## src/design/amd_pkg.sv

```systemverilog
/*
  Package for the alarm mask and output divider register bank: register
  indices, field positions, reset values and the packed carrier types.
  Assumes a 32-bit APB bus with one register per aligned word.
*/
package amd_pkg;

  // Register indices; the byte address is four times the index
  localparam logic [7:0] IDX_ALARM_IRQ_MASK     = 8'h18;
  localparam logic [7:0] IDX_HS_DIV_OUT1_DIV_HI = 8'h19;
  localparam logic [7:0] IDX_OUT1_DIV_MID       = 8'h1a;
  localparam logic [7:0] IDX_OUT1_DIV_LO        = 8'h1b;
  localparam logic [7:0] IDX_OUT2_DIV_HI        = 8'h1c;
  localparam logic [7:0] IDX_OUT2_DIV_MID       = 8'h1d;
  localparam logic [7:0] IDX_OUT2_DIV_LO        = 8'h1e;
  localparam logic [7:0] IDX_OUT3_DIV_HI        = 8'h1f;
  localparam logic [7:0] IDX_IRQ_PIN_CTRL       = 8'h20;
  localparam logic [7:0] IDX_EVENT_STATUS       = 8'h21;
  localparam logic [7:0] IDX_EVENT_ENABLE       = 8'h22;
  localparam logic [7:0] IDX_ALARM_FLAGS        = 8'h23;

  // Byte address is index times four
  localparam int unsigned ADDR_LSB = 2;
  localparam int unsigned ADDR_W   = 10;

  // Mask register layout
  localparam int unsigned MSK_UNLOCK_BIT  = 0;
  localparam int unsigned MSK_FOS_LSB     = 1;
  localparam int unsigned MSK_ALIGN_BIT   = 5;
  localparam logic [7:0]  MSK_WRITE_MASK  = 8'h3f;
  localparam logic [7:0]  MSK_RESET       = 8'h3f;

  // High-speed divider code and upper nibble layout
  localparam int unsigned HS_CODE_LSB     = 5;
  localparam int unsigned HS_CODE_W       = 3;
  localparam logic [2:0]  HS_CODE_MIN     = 3'h0;
  localparam logic [3:0]  HS_RATIO_BASE   = 4'h4;
  localparam logic [7:0]  HI_NIBBLE_MASK  = 8'h0f;
  localparam logic [7:0]  HS_HI_RESET     = 8'h00;
  localparam logic [7:0]  DIV_HI_RESET    = 8'h00;
  localparam logic [7:0]  DIV_MID_RESET   = 8'h00;
  localparam logic [7:0]  DIV_LO_RESET    = 8'h31;
  localparam int unsigned LS_DIV_W        = 20;

  // Interrupt pin control layout
  localparam int unsigned CTRL_PIN_EN_BIT = 0;
  localparam int unsigned CTRL_POL_BIT    = 1;
  localparam logic [7:0]  CTRL_WRITE_MASK = 8'h03;
  localparam logic [7:0]  CTRL_RESET      = 8'h02;

  // Sticky event layout
  localparam int unsigned EVT_PIN_RISE_BIT = 0;
  localparam int unsigned EVT_SKEW_IGN_BIT = 1;
  localparam int unsigned EVT_W            = 2;
  localparam logic [1:0]  EVT_RESET        = 2'h0;

  // Alarm flags as delivered by the alarm logic
  typedef struct packed {
    logic       frame_alignment_flag;
    logic [3:0] freq_offset_flag;
    logic       unlock_flag;
  } amd_alarm_type;

  // Divider settings handed to the clock path
  typedef struct packed {
    logic [2:0]  high_speed_output_divider;
    logic [3:0]  high_speed_ratio;
    logic [19:0] out1_low_speed_divider;
    logic [19:0] out2_low_speed_divider;
    logic [19:0] out3_low_speed_divider;
  } amd_div_type;

endpackage

```

## src/design/amd_regs.sv

```systemverilog
/*
  Alarm interrupt mask and output divider register bank, with the interrupt
  pin logic and the coarse skew request gate.

  Register map, one byte per aligned word (byte address, contents):
    0x60  alarm mask: [5] alignment, [4:1] offset inputs 4..1, [0] unlock
    0x64  [7:5] high-speed divider code, [3:0] first divider bits 19:16
    0x68  first divider bits 15:8
    0x6c  first divider bits 7:0
    0x70  [3:0] second divider bits 19:16
    0x74  second divider bits 15:8
    0x78  second divider bits 7:0
    0x7c  [3:0] third divider bits 19:16
    0x80  pin control: [0] pin enable, [1] polarity, 1 is active high
    0x84  event status, write one to clear: [0] pin went active,
          [1] skew request thrown away
    0x88  event enable, same layout as the status
    0x8c  live alarm flags, read only, same layout as the mask
  Reserved bits and bus lanes 31:8 read as zero and ignore writes.

  Reset is synchronous and active low: mask 0x3f, code zero (ratio four),
  dividers 0x00031, 0x00031 and 0x00000, pin disabled with polarity high,
  events cleared and disabled.

  Bus timing:
    Zero wait states; pready follows psel and penable directly.
    Read data is captured at the setup edge and held until the next setup.
    Unmapped or misaligned accesses answer with pslverr and change nothing.
    A write with byte lane 0 disabled is dropped without an error.

  Interrupt pin:
    The pin state is registered, one cycle behind a flag or mask change.
    Polarity acts on the registered state, so it takes effect at once.

  Events and system interrupt:
    A sticky status bit and the interrupt rise at the same edge.
    A new event in the cycle of its clear wins, so no event is lost.

  Skew requests:
    The pin passes two flops; a rising edge gives one step pulse about
    three cycles later, or sets the thrown-away event at code zero.

  Outputs:
    Divider settings follow their registers combinationally; each byte
    takes effect alone, so software sees partial values while it writes.
    The pin, the step pulse and the interrupt come from flops.

  Assumes an APB master on core_clk_i, alarm flags from logic on the same
  clock, and an asynchronous skew increment pin that is synchronised here.
  Divider parity is software's duty and is not checked here; the low
  sixteen bits of the third divider are held outside this bank.
*/
// Implementation choice: the APB register port.
// What this block does
// Unmasked alignment flag drives interrupt when pin function enabled.
// Alignment mask set removes alignment flag from interrupt.
// Four frequency-offset masks each gate their own flag into interrupt.
// Unlock mask bit zero gates unlock flag into interrupt.
// Mask writes never alter the alarm flag values.
// Mask resets to 0x3f; bits 7:6 read zero.
// Three-bit high-speed code gives ratio code plus four.
// Skew increment requests are ignored while high-speed code is zero.
// First output divider built from registers 0x19, 0x1a, 0x1b.
// Second output divider built from registers 0x1c, 0x1d, 0x1e.
// Third divider upper nibble in 0x1f, reset zero, bits 7:4 read zero.
// Software programs each low-speed divider zero or odd.
// Low bytes reset to 0x31, middle bytes reset to zero.
// Polarity bit picks active low or high interrupt pin.
// Reserved bits read zero; interrupt is OR of unmasked flags.
module amd_regs (
  input  wire logic                  core_clk_i,
  input  wire logic                  rst_n_i,
  input  wire logic                  psel_i,
  input  wire logic                  penable_i,
  input  wire logic                  pwrite_i,
  input  wire logic [9:0]            paddr_i,
  input  wire logic [31:0]           pwdata_i,
  input  wire logic [3:0]            pstrb_i,
  output logic                       pready_o,
  output logic [31:0]                prdata_o,
  output logic                       pslverr_o,
  input  wire amd_pkg::amd_alarm_type alarm_flags_i,
  input  wire logic                  skew_inc_pin_i,
  output logic                       skew_step_o,
  output logic                       irq_alarm_pin_o,
  output logic                       irq_o,
  output amd_pkg::amd_div_type       div_cfg_o
);
  import amd_pkg::*;

  // Register storage
  logic [7:0]       mask_reg;
  logic [2:0]       hs_code_reg;
  logic [3:0]       out1_hi_reg;
  logic [7:0]       out1_mid_reg;
  logic [7:0]       out1_lo_reg;
  logic [3:0]       out2_hi_reg;
  logic [7:0]       out2_mid_reg;
  logic [7:0]       out2_lo_reg;
  logic [3:0]       out3_hi_reg;
  logic [7:0]       ctrl_reg;
  logic [EVT_W-1:0] evt_status_reg;
  logic [EVT_W-1:0] evt_status_next;
  logic [EVT_W-1:0] evt_enable_reg;
  logic [EVT_W-1:0] evt_set;
  logic [31:0]      rdata_reg;
  logic [31:0]      rdata_next;
  logic             pin_active_reg;
  logic             skew_meta_reg;
  logic             skew_sync_reg;
  logic             skew_prev_reg;
  logic             skew_step_reg;
  logic             irq_reg;

  // Decode and strobe signals
  logic [7:0]       reg_idx;
  logic             idx_ok;
  logic             setup_phase;
  logic             access_phase;
  logic             wr_en;
  logic [7:0]       wbyte;
  logic             alarm_any;
  logic             skew_rise;
  logic [3:0]       fos_masked;

  // Word index from the byte address; low two bits must be zero
  // Accesses outside the map are refused below, never aliased
  assign reg_idx      = paddr_i[ADDR_W-1:ADDR_LSB];
  assign idx_ok       = (paddr_i[ADDR_LSB-1:0] == 2'h0) &&
                        (reg_idx >= IDX_ALARM_IRQ_MASK) &&
                        (reg_idx <= IDX_ALARM_FLAGS);
  assign setup_phase  = psel_i && !penable_i;
  assign access_phase = psel_i && penable_i;
  // Only the low byte lane carries register data
  assign wr_en        = access_phase && pwrite_i && idx_ok && pstrb_i[0];
  assign wbyte        = pwdata_i[7:0];

  // Zero-wait slave: read data was captured at the setup edge
  // Trade-off: a flag change between setup and access is not seen,
  // in return for read data that comes straight from a flop
  assign pready_o  = access_phase;
  assign pslverr_o = access_phase && !idx_ok;
  assign prdata_o  = rdata_reg;

  // Mask register, only the six mask bits are writable
  // Reserved bits 7:6 are never stored, so they cannot read back
  always_ff @(posedge core_clk_i) begin
    if (!rst_n_i) begin
      // mask reset value
      mask_reg <= MSK_RESET;
    end else if (wr_en && reg_idx == IDX_ALARM_IRQ_MASK) begin
      // flags untouched
      mask_reg <= wbyte & MSK_WRITE_MASK;
    end
  end

  // High-speed code and first output divider
  // Code and nibble share one word, so one write updates both
  always_ff @(posedge core_clk_i) begin
    if (!rst_n_i) begin
      hs_code_reg  <= HS_HI_RESET[HS_CODE_LSB +: HS_CODE_W];
      out1_hi_reg  <= HS_HI_RESET[3:0];
      // divider byte resets
      out1_mid_reg <= DIV_MID_RESET;
      out1_lo_reg  <= DIV_LO_RESET;
    end else if (wr_en) begin
      // first divider bytes
      if (reg_idx == IDX_HS_DIV_OUT1_DIV_HI) begin
        hs_code_reg <= wbyte[HS_CODE_LSB +: HS_CODE_W];
        out1_hi_reg <= wbyte[3:0];
      end
      if (reg_idx == IDX_OUT1_DIV_MID) begin
        out1_mid_reg <= wbyte;
      end
      if (reg_idx == IDX_OUT1_DIV_LO) begin
        out1_lo_reg <= wbyte;
      end
    end
  end

  // Second output divider
  always_ff @(posedge core_clk_i) begin
    if (!rst_n_i) begin
      out2_hi_reg  <= DIV_HI_RESET[3:0];
      out2_mid_reg <= DIV_MID_RESET;
      out2_lo_reg  <= DIV_LO_RESET;
    end else if (wr_en) begin
      // second divider bytes
      if (reg_idx == IDX_OUT2_DIV_HI) begin
        out2_hi_reg <= wbyte[3:0];
      end
      if (reg_idx == IDX_OUT2_DIV_MID) begin
        out2_mid_reg <= wbyte;
      end
      if (reg_idx == IDX_OUT2_DIV_LO) begin
        out2_lo_reg <= wbyte;
      end
    end
  end

  // Third output divider upper nibble; its lower bytes live elsewhere
  always_ff @(posedge core_clk_i) begin
    if (!rst_n_i) begin
      // nibble resets to zero
      out3_hi_reg <= DIV_HI_RESET[3:0];
    end else if (wr_en && reg_idx == IDX_OUT3_DIV_HI) begin
      out3_hi_reg <= wbyte[3:0];
    end
  end

  // Interrupt pin control: enable and polarity
  // Polarity resets high with the pin disabled, so the pin starts low
  always_ff @(posedge core_clk_i) begin
    if (!rst_n_i) begin
      ctrl_reg <= CTRL_RESET;
    end else if (wr_en && reg_idx == IDX_IRQ_PIN_CTRL) begin
      ctrl_reg <= wbyte & CTRL_WRITE_MASK;
    end
  end

  // Event enable for the system interrupt
  // Events start disabled so reset leaves the interrupt quiet
  always_ff @(posedge core_clk_i) begin
    if (!rst_n_i) begin
      evt_enable_reg <= EVT_RESET;
    end else if (wr_en && reg_idx == IDX_EVENT_ENABLE) begin
      evt_enable_reg <= wbyte[EVT_W-1:0];
    end
  end

  // Divider outputs; odd or zero values are left to software
  // No staging: a divider changes byte by byte as software writes it
  always_comb begin
    // ratio is code plus four
    div_cfg_o.high_speed_output_divider = hs_code_reg;
    div_cfg_o.high_speed_ratio          = HS_RATIO_BASE + {1'b0, hs_code_reg};
    // relies on software values
    div_cfg_o.out1_low_speed_divider    = {out1_hi_reg, out1_mid_reg, out1_lo_reg};
    div_cfg_o.out2_low_speed_divider    = {out2_hi_reg, out2_mid_reg, out2_lo_reg};
    div_cfg_o.out3_low_speed_divider    = {out3_hi_reg, 16'h0000};
  end

  // per-input offset gating
  // One gate per input clock; a set mask bit keeps its flag out
  // of the interrupt but leaves the flag itself alone
  for (genvar g = 0; g < 4; g++) begin : g_fos_gate
    assign fos_masked[g] = alarm_flags_i.freq_offset_flag[g] &&
                           !mask_reg[MSK_FOS_LSB + g];
  end

  // Masked alarm combination; a set mask bit removes its flag
  always_comb begin
    // OR of unmasked flags
    alarm_any  = (|fos_masked) ||
                 // alignment flag gated
                 // alignment mask excludes
                 (alarm_flags_i.frame_alignment_flag && !mask_reg[MSK_ALIGN_BIT]) ||
                 // unlock flag gated
                 (alarm_flags_i.unlock_flag && !mask_reg[MSK_UNLOCK_BIT]);
  end

  // Pin state registered so the pin never glitches on flag changes
  // The cost is one cycle of latency on every alarm
  always_ff @(posedge core_clk_i) begin
    if (!rst_n_i) begin
      pin_active_reg <= 1'b0;
    end else begin
      pin_active_reg <= alarm_any && ctrl_reg[CTRL_PIN_EN_BIT];
    end
  end

  // polarity applied to pin
  assign irq_alarm_pin_o = ctrl_reg[CTRL_POL_BIT] ? pin_active_reg : !pin_active_reg;

  // Skew increment pin synchroniser, first stage read only by the second
  // The first stage may go metastable, so nothing else looks at it;
  // resetting all three low matches the idle pin and avoids a false edge
  always_ff @(posedge core_clk_i) begin
    if (!rst_n_i) begin
      skew_meta_reg <= 1'b0;
      skew_sync_reg <= 1'b0;
      skew_prev_reg <= 1'b0;
    end else begin
      skew_meta_reg <= skew_inc_pin_i;
      skew_sync_reg <= skew_meta_reg;
      skew_prev_reg <= skew_sync_reg;
    end
  end

  // Rising edge of the synchronised pin is one skew request
  assign skew_rise = skew_sync_reg && !skew_prev_reg;

  // Skew step pulse to the output phase logic
  always_ff @(posedge core_clk_i) begin
    if (!rst_n_i) begin
      skew_step_reg <= 1'b0;
    end else begin
      // ignore at code zero
      skew_step_reg <= skew_rise && (hs_code_reg != HS_CODE_MIN);
    end
  end

  // Registered pulse, so it stands for exactly one cycle
  assign skew_step_o = skew_step_reg;

  // Event sources: pin going active, and a skew request thrown away
  // The pin event fires in the cycle before the pin state turns active
  always_comb begin
    evt_set                   = '0;
    evt_set[EVT_PIN_RISE_BIT] = alarm_any && ctrl_reg[CTRL_PIN_EN_BIT] && !pin_active_reg;
    evt_set[EVT_SKEW_IGN_BIT] = skew_rise && (hs_code_reg == HS_CODE_MIN);
  end

  // Write one to clear; a new event in the clearing cycle still lands
  always_comb begin
    evt_status_next = evt_status_reg | evt_set;
    if (wr_en && reg_idx == IDX_EVENT_STATUS) begin
      evt_status_next = (evt_status_reg & ~wbyte[EVT_W-1:0]) | evt_set;
    end
  end

  // Sticky status flops
  always_ff @(posedge core_clk_i) begin
    if (!rst_n_i) begin
      evt_status_reg <= EVT_RESET;
    end else begin
      evt_status_reg <= evt_status_next;
    end
  end

  // Level interrupt from enabled sticky events
  always_ff @(posedge core_clk_i) begin
    if (!rst_n_i) begin
      irq_reg <= 1'b0;
    end else begin
      irq_reg <= |(evt_status_next & evt_enable_reg);
    end
  end

  // Level output, low only once every enabled event is cleared
  assign irq_o = irq_reg;

  // Read mux; reserved bits and upper lanes read zero
  always_comb begin
    rdata_next = 32'h0000_0000;
    unique case (reg_idx)
      IDX_ALARM_IRQ_MASK:     rdata_next[7:0] = mask_reg & MSK_WRITE_MASK;
      IDX_HS_DIV_OUT1_DIV_HI: rdata_next[7:0] = {hs_code_reg, 1'b0, out1_hi_reg};
      IDX_OUT1_DIV_MID:       rdata_next[7:0] = out1_mid_reg;
      IDX_OUT1_DIV_LO:        rdata_next[7:0] = out1_lo_reg;
      IDX_OUT2_DIV_HI:        rdata_next[7:0] = {4'h0, out2_hi_reg};
      IDX_OUT2_DIV_MID:       rdata_next[7:0] = out2_mid_reg;
      IDX_OUT2_DIV_LO:        rdata_next[7:0] = out2_lo_reg;
      // reserved nibble zero
      IDX_OUT3_DIV_HI:        rdata_next[7:0] = {4'h0, out3_hi_reg};
      IDX_IRQ_PIN_CTRL:       rdata_next[7:0] = ctrl_reg & CTRL_WRITE_MASK;
      IDX_EVENT_STATUS:       rdata_next[EVT_W-1:0] = evt_status_reg;
      IDX_EVENT_ENABLE:       rdata_next[EVT_W-1:0] = evt_enable_reg;
      IDX_ALARM_FLAGS:        rdata_next[5:0] = alarm_flags_i;
      default:                rdata_next = 32'h0000_0000;
    endcase
    if (!idx_ok) begin
      rdata_next = 32'h0000_0000;
    end
  end

  // Read data captured in the setup cycle so it comes from a flop
  // The mux follows the address, which the master holds from setup on,
  // so the captured word is the one the access phase will return
  always_ff @(posedge core_clk_i) begin
    if (!rst_n_i) begin
      rdata_reg <= 32'h0000_0000;
    end else if (setup_phase) begin
      rdata_reg <= rdata_next;
    end
  end

endmodule

```

## config.mk

```make
export PLATFORM = sky130hd
export DESIGN_NAME = amd_regs
export DESIGN_NICKNAME = d
export VERILOG_FILES = /design/src/design/amd_pkg.sv /design/src/design/amd_regs.sv
export SDC_FILE = /design/constraint.sdc
export NUM_CORES = 1
export LEC_CHECK = 0
export ABC_AREA = 1
export ABC_CLOCK_PERIOD_IN_PS = 4600
export BUFFER_PORTS_ARGS = -buffer_cell sky130_fd_sc_hd__buf_2
export CORE_ASPECT_RATIO = 0.75
export CORE_MARGIN = 1
export CORE_UTILIZATION = 53
export CTS_CLUSTER_SIZE = 30
export DETAILED_ROUTE_END_ITERATION = 7
export PLACE_DENSITY = 0.87
export SLEW_MARGIN = 15
export SYNTH_ARGS = -nofsm -noshare
export SYNTH_HDL_FRONTEND = slang
export SYNTH_SLANG_ARGS = --single-unit
export TNS_END_PERCENT = 100
```

## constraint.sdc

```tcl
create_clock -name core_clk_i -period 4.6 [get_ports core_clk_i]
set_clock_uncertainty 0.2 [all_clocks]
set_input_delay 0.69 -clock core_clk_i [delete_from_list [all_inputs] [get_ports core_clk_i]]
set_output_delay 0.69 -clock core_clk_i [all_outputs]
set_load 0.02 [all_outputs]
```

After elaboration in Yosys (flattened, before gate mapping)
Cells that the tools add are included.

word-level totals
  input bits = 58
  logic and storage cells = 92
  register bits after elaboration = 97
  output and inout port bits = 104

operators by class
  equal/unequal tests = 12
  $lt $le $gt $ge = 2
  reduce and logical (&&, ||, !) cells = 47
  add/subtract/negate cells = 1
  bitwise logic cells = 5
  mux-type cells = 6

operators with widths
  operator             count
  $eq 8x5->1 const B   8
  $pmux 4 s9           1
  $eq 8x6->1 const B   4
  $logic_and 1x1->1    24
  $pmux 2 s12          1
  $reduce_and 2->1     6
  $logic_not 1->1      10
  $pmux 2 s5           1
  $ge 8x5->1 const B   1
  $le 8x6->1 const B   1
  $mux 8               1
  $add 3x3->4 const A  1
  $and 2x2->2          2
  $or 2x2->2           2
  $reduce_or 4->1      1
  $logic_not 3->1      1
  $reduce_bool 3->1    1
  $logic_not 2->1      1
  $logic_or 1x1->1     2
  $mux 2               1
  $not 2->2            1
  $reduce_or 2->1      1
  $mux 1               1

Longest topological paths before layout
  word-level depth = 11
  mapped depth = 11

Least setup slack after synthesis
OpenSTA, ideal clock, no wires.

  path kind = input to output
  start = input paddr_i[9]
  end = output pslverr_o
  arrival time = 1.603 ns
  required time = 3.710 ns
  stages = 7
  path slack = 2.107 ns
  cell sequence = clkinv_1 -> nand2_2 -> nor2_2 -> nor2_1 -> nor2_4 -> buf_6 -> nor2_1

on the way
  cells in the longest elaborated chain, start to end = 5
  elaborated cells between the ends (all ways) = 6
  those cells by class = order compare: 2; reduce/logical: 4

RTL lines
  what                   RTL line         text
  start, declared        amd_regs.sv:76   input wire logic [9:0] paddr_i,
  $ge 8x5->1             amd_regs.sv:130  (reg_idx >= IDX_ALARM_IRQ_MASK) &&
  $logic_and 1x1->1      amd_regs.sv:129  assign idx_ok = (paddr_i[ADDR_LSB-1:0] == 2'h0) &&
  $logic_and 1x1->1 (*)  amd_regs.sv:130
  $logic_not 1->1 (*)    --
  $logic_and 1x1->1 (*)  amd_regs.sv:142  assign pslverr_o = access_phase && !idx_ok;
  end, declared          amd_regs.sv:81   output logic pslverr_o,

Every way passes the cells marked *; elsewhere a longest branch is shown, timed or not.

Worst setup path after layout
Ends and elaborated chain as after synthesis.

==> results.yml <==
outcome:
  status: "complete, no violations"
pwr:
  p_int_uw: 936
  irDropWorstVdd_v: 0.000142
  p_seq_share_pct: 49.6
  pwr-share-comb_pct: 8.7
  p_per_area_mw_per_mm2: 276
  switchingPower_uw: 342
  switching_share_pct: 26.7
  p_leak_uw: 0.00265
  clkPwrFrac_pct: 41.8
critical_path:
  worstSetupPathType: "in -> out"
  cp.depth: 8
  r2r_start: "mask_reg[4]$_SDFFE_PN1P_"
  timing.critical_path.to: "pslverr_o"
  cp.required_ns: 3.71
  path_buf_inv: 3
  arrival_ns: 1.91
  timing.rr.end: "irq_o$_SDFF_PN0_"
  worstPathCellList: "buf_2, clkinv_1, nand2_2, nor2_2, nor2_1, nor2_4, nor2_1, buf_2"
  crit_path_max_incr_delay_ns: 0.40
  slowest_stage: "nor2_4"
  regToRegSetupSlack_ns: 3.19
  startpoint: "paddr_i[9]"
  crit_path_end_kind: "output port"
  cp_max_fo: 11
  r2r_cells: 9
  cpLargestDelayFamily: "simple AND/OR/NAND/NOR gates"
  startpoint_type: "primary input"
cts:
  clock_latency_ns: 0.36
  cts_made_buffers: 9
  cts_setup_buffers: 0
  ctsResizeCount: 0
  root_buffer: "clkbuf_8"
  clk_pin_slew_ns: 0.08
  cts_max_path_buffers: 2
  postCtsHoldBufs: 0
  tritoncts: "built"
  clock-sinks: 73
  cts-htree-levels: 3
routing:
  drt-total-wl_mm: 11.6
  first_iter_violations: 303
  drc: 0
  via_count: 4107
  antenna_left: 0
  firstDrtPassIters: 5
  vias_per_cell: 5.03
  wire_per_inst_um: 14.3
cells_and_area:
  multi_input_area_mm2: 0.00210
  syn2layout_area_growth_pct: 12.7
  stdcell_area_mm2: 0.00464
  final_common_cell: "nand2_1"
  nets: 768
  fin_cells: 816
  final_cell_mix: "176 x nand2_1, 120 x nor2_1, 94 x buf_2, 73 x dfxtp_1"
  regArea_mm2: 0.00146
  drive_gt1_share_pct: 19.2
  nFillCells: 718
  antenna_cells: 0
sta:
  max_clock_freq_mhz: 357
  post-route-period-util_pct: 61.0
  hold_slack_ns: 0.226
  rsz0062_at_grt: "no"
  drv_slew: 0
  worstMarginPinSlew_ns: 0.805
  setup_viol: 0
  layout_min_cycle_time_ns: 2.80
  setup_tns_ns: 0
  hold_viol: 0
  slew_headroom_pct: 46.2
logic_synthesis:
  synth-seq-cells: 73
  synthDistinctLibCells: 29
  syn_inst: 628
  synthesis.area_mm2: 0.00411
  ys_seq_area_share_pct: 35.5
  avgSynthCellArea_um2: 6.55
  yosysWarnings: 0
  synth_top_area_share_pct: 35.5
  synth_area_leaders: "dfxtp_1 36%, nand2_1 16%, nor2_1 11%"
  synth_area_leader_cell: "dfxtp_1"
placed_design:
  place_inst: 800
  dp_hpwl_mm: 8.81
  globalplace.congestion: 0.963
  placed_cell_area_mm2: 0.00442
  port_buffers: 94
floorplanning:
  core_mm2: 0.00743
  die_x_um: 104
  pin_count: 162
  start_util_pct: 55.4
  num_rows: 27
  die_area_mm2: 0.00812
  die_h_um: 78.3
global_routing:
  grt_pass1_wl_mm: 18.1
  grt_overflow: 0
  antenna_found_initial: 0
  grt_usage_pct: 28.6
  grt_pass1_vias: 3653
  grt_max_degree: 60
hold_path:
  hold_path_class: "reg -> reg"
job:
  drv_cap: 0
through the flow:
stage | setup slack [ns] | util, % | total power, uW
after floorplan | 2.11 | - | 749
after global placement | 1.75 | 59.5 | 755
after detailed placement | 1.66 | 59.5 | 757
after CTS | 1.82 | 62.4 | 1280
after global routing | 1.71 | 62.4 | 1330
final | 1.80 | 62.4 | 1280
metal layers:
layer / GRT usage (%) / vias up / part of all wire (%) / routed length (um)
met5: 0 / - / 0 / 0
met4: 9.00 / 0 / 1.5 / 177
met3: 6.56 / 20 / 9.5 / 1110
met2: 46.7 / 195 / 46 / 5360
met1: 37.6 / 1849 / 43 / 5000
li1: - / 2043 / - / -
synthesized netlist by cell type:
cell      instances
nand2_1         176
nor2_1          120
dfxtp_1          73
inv_1            63
nand3_1          63
buf_4            45
a21oi_1          10
o211ai_1         10
nand4_1           9
buf_2             7
clkbuf_1          7
nor3_1            7
buf_6             4
nor2_2            4
o21ai_0           4
nand3_2           3
nand4_4           3
nor2_4            3
nor3_4            3
o211ai_2          3
inv_2             2
nand2_2           2
buf_1             1
clkinv_1          1
conb_1            1
nand2_4           1
nand4_2           1
o22ai_1           1
xnor2_1           1
how the worst min path moves through the flow:
stage                                   startpoint                  endpoint  slack, ns  cells past startpoint
final                     skew_meta_reg$_SDFF_PN0_  skew_sync_reg$_SDFF_PN0_       0.23                      2
after CTS                 skew_meta_reg$_SDFF_PN0_  skew_sync_reg$_SDFF_PN0_       0.23                      2
after global routing      skew_meta_reg$_SDFF_PN0_  skew_sync_reg$_SDFF_PN0_       0.27                      2
after floorplan           skew_meta_reg$_SDFF_PN0_  skew_sync_reg$_SDFF_PN0_       0.19                      2
after detailed placement  skew_meta_reg$_SDFF_PN0_  skew_sync_reg$_SDFF_PN0_       0.21                      2
after global placement    skew_meta_reg$_SDFF_PN0_  skew_sync_reg$_SDFF_PN0_       0.20                      2
kinds of logic after synthesis:
kind of cell    after synthesis  share of synthesized area, %
xor+xnor                      1                         0.213
buf+inv                     130                          16.9
compound gates               28                          4.59
other cells                   1                        0.0912
flops                        73                          35.5
simple gates                395                          42.7
power groups by stage:
stage / logic (uW) / clock network [uW] / registers [uW]
finish: 111 / 534 / 633
global placement: 106 / 0 / 648
global route: 120 / 572 / 634
CTS: 109 / 539 / 633
floorplan: 101 / 0 / 648
detailed placement: 108 / 0 / 648
cell type report:
type / count / area share (%)
Sequential cell: 73 / 31.5
Timing Repair Buffer: 96 / 10.5
Clock inverter: 5 / 1.30
Multi-Input combinational cell: 464 / 45.4
Clock buffer: 11 / 3.27
Inverter: 66 / 5.34
Tap cell: 101 / 2.73
tightest hold or removal path, cell delays in order (launching register included):
cell and delay [ns]:
dfxtp_1 0.30, nand2_1 0.06, inv_1 0.03
Note: power is estimated with default switching activity, not from simulation.
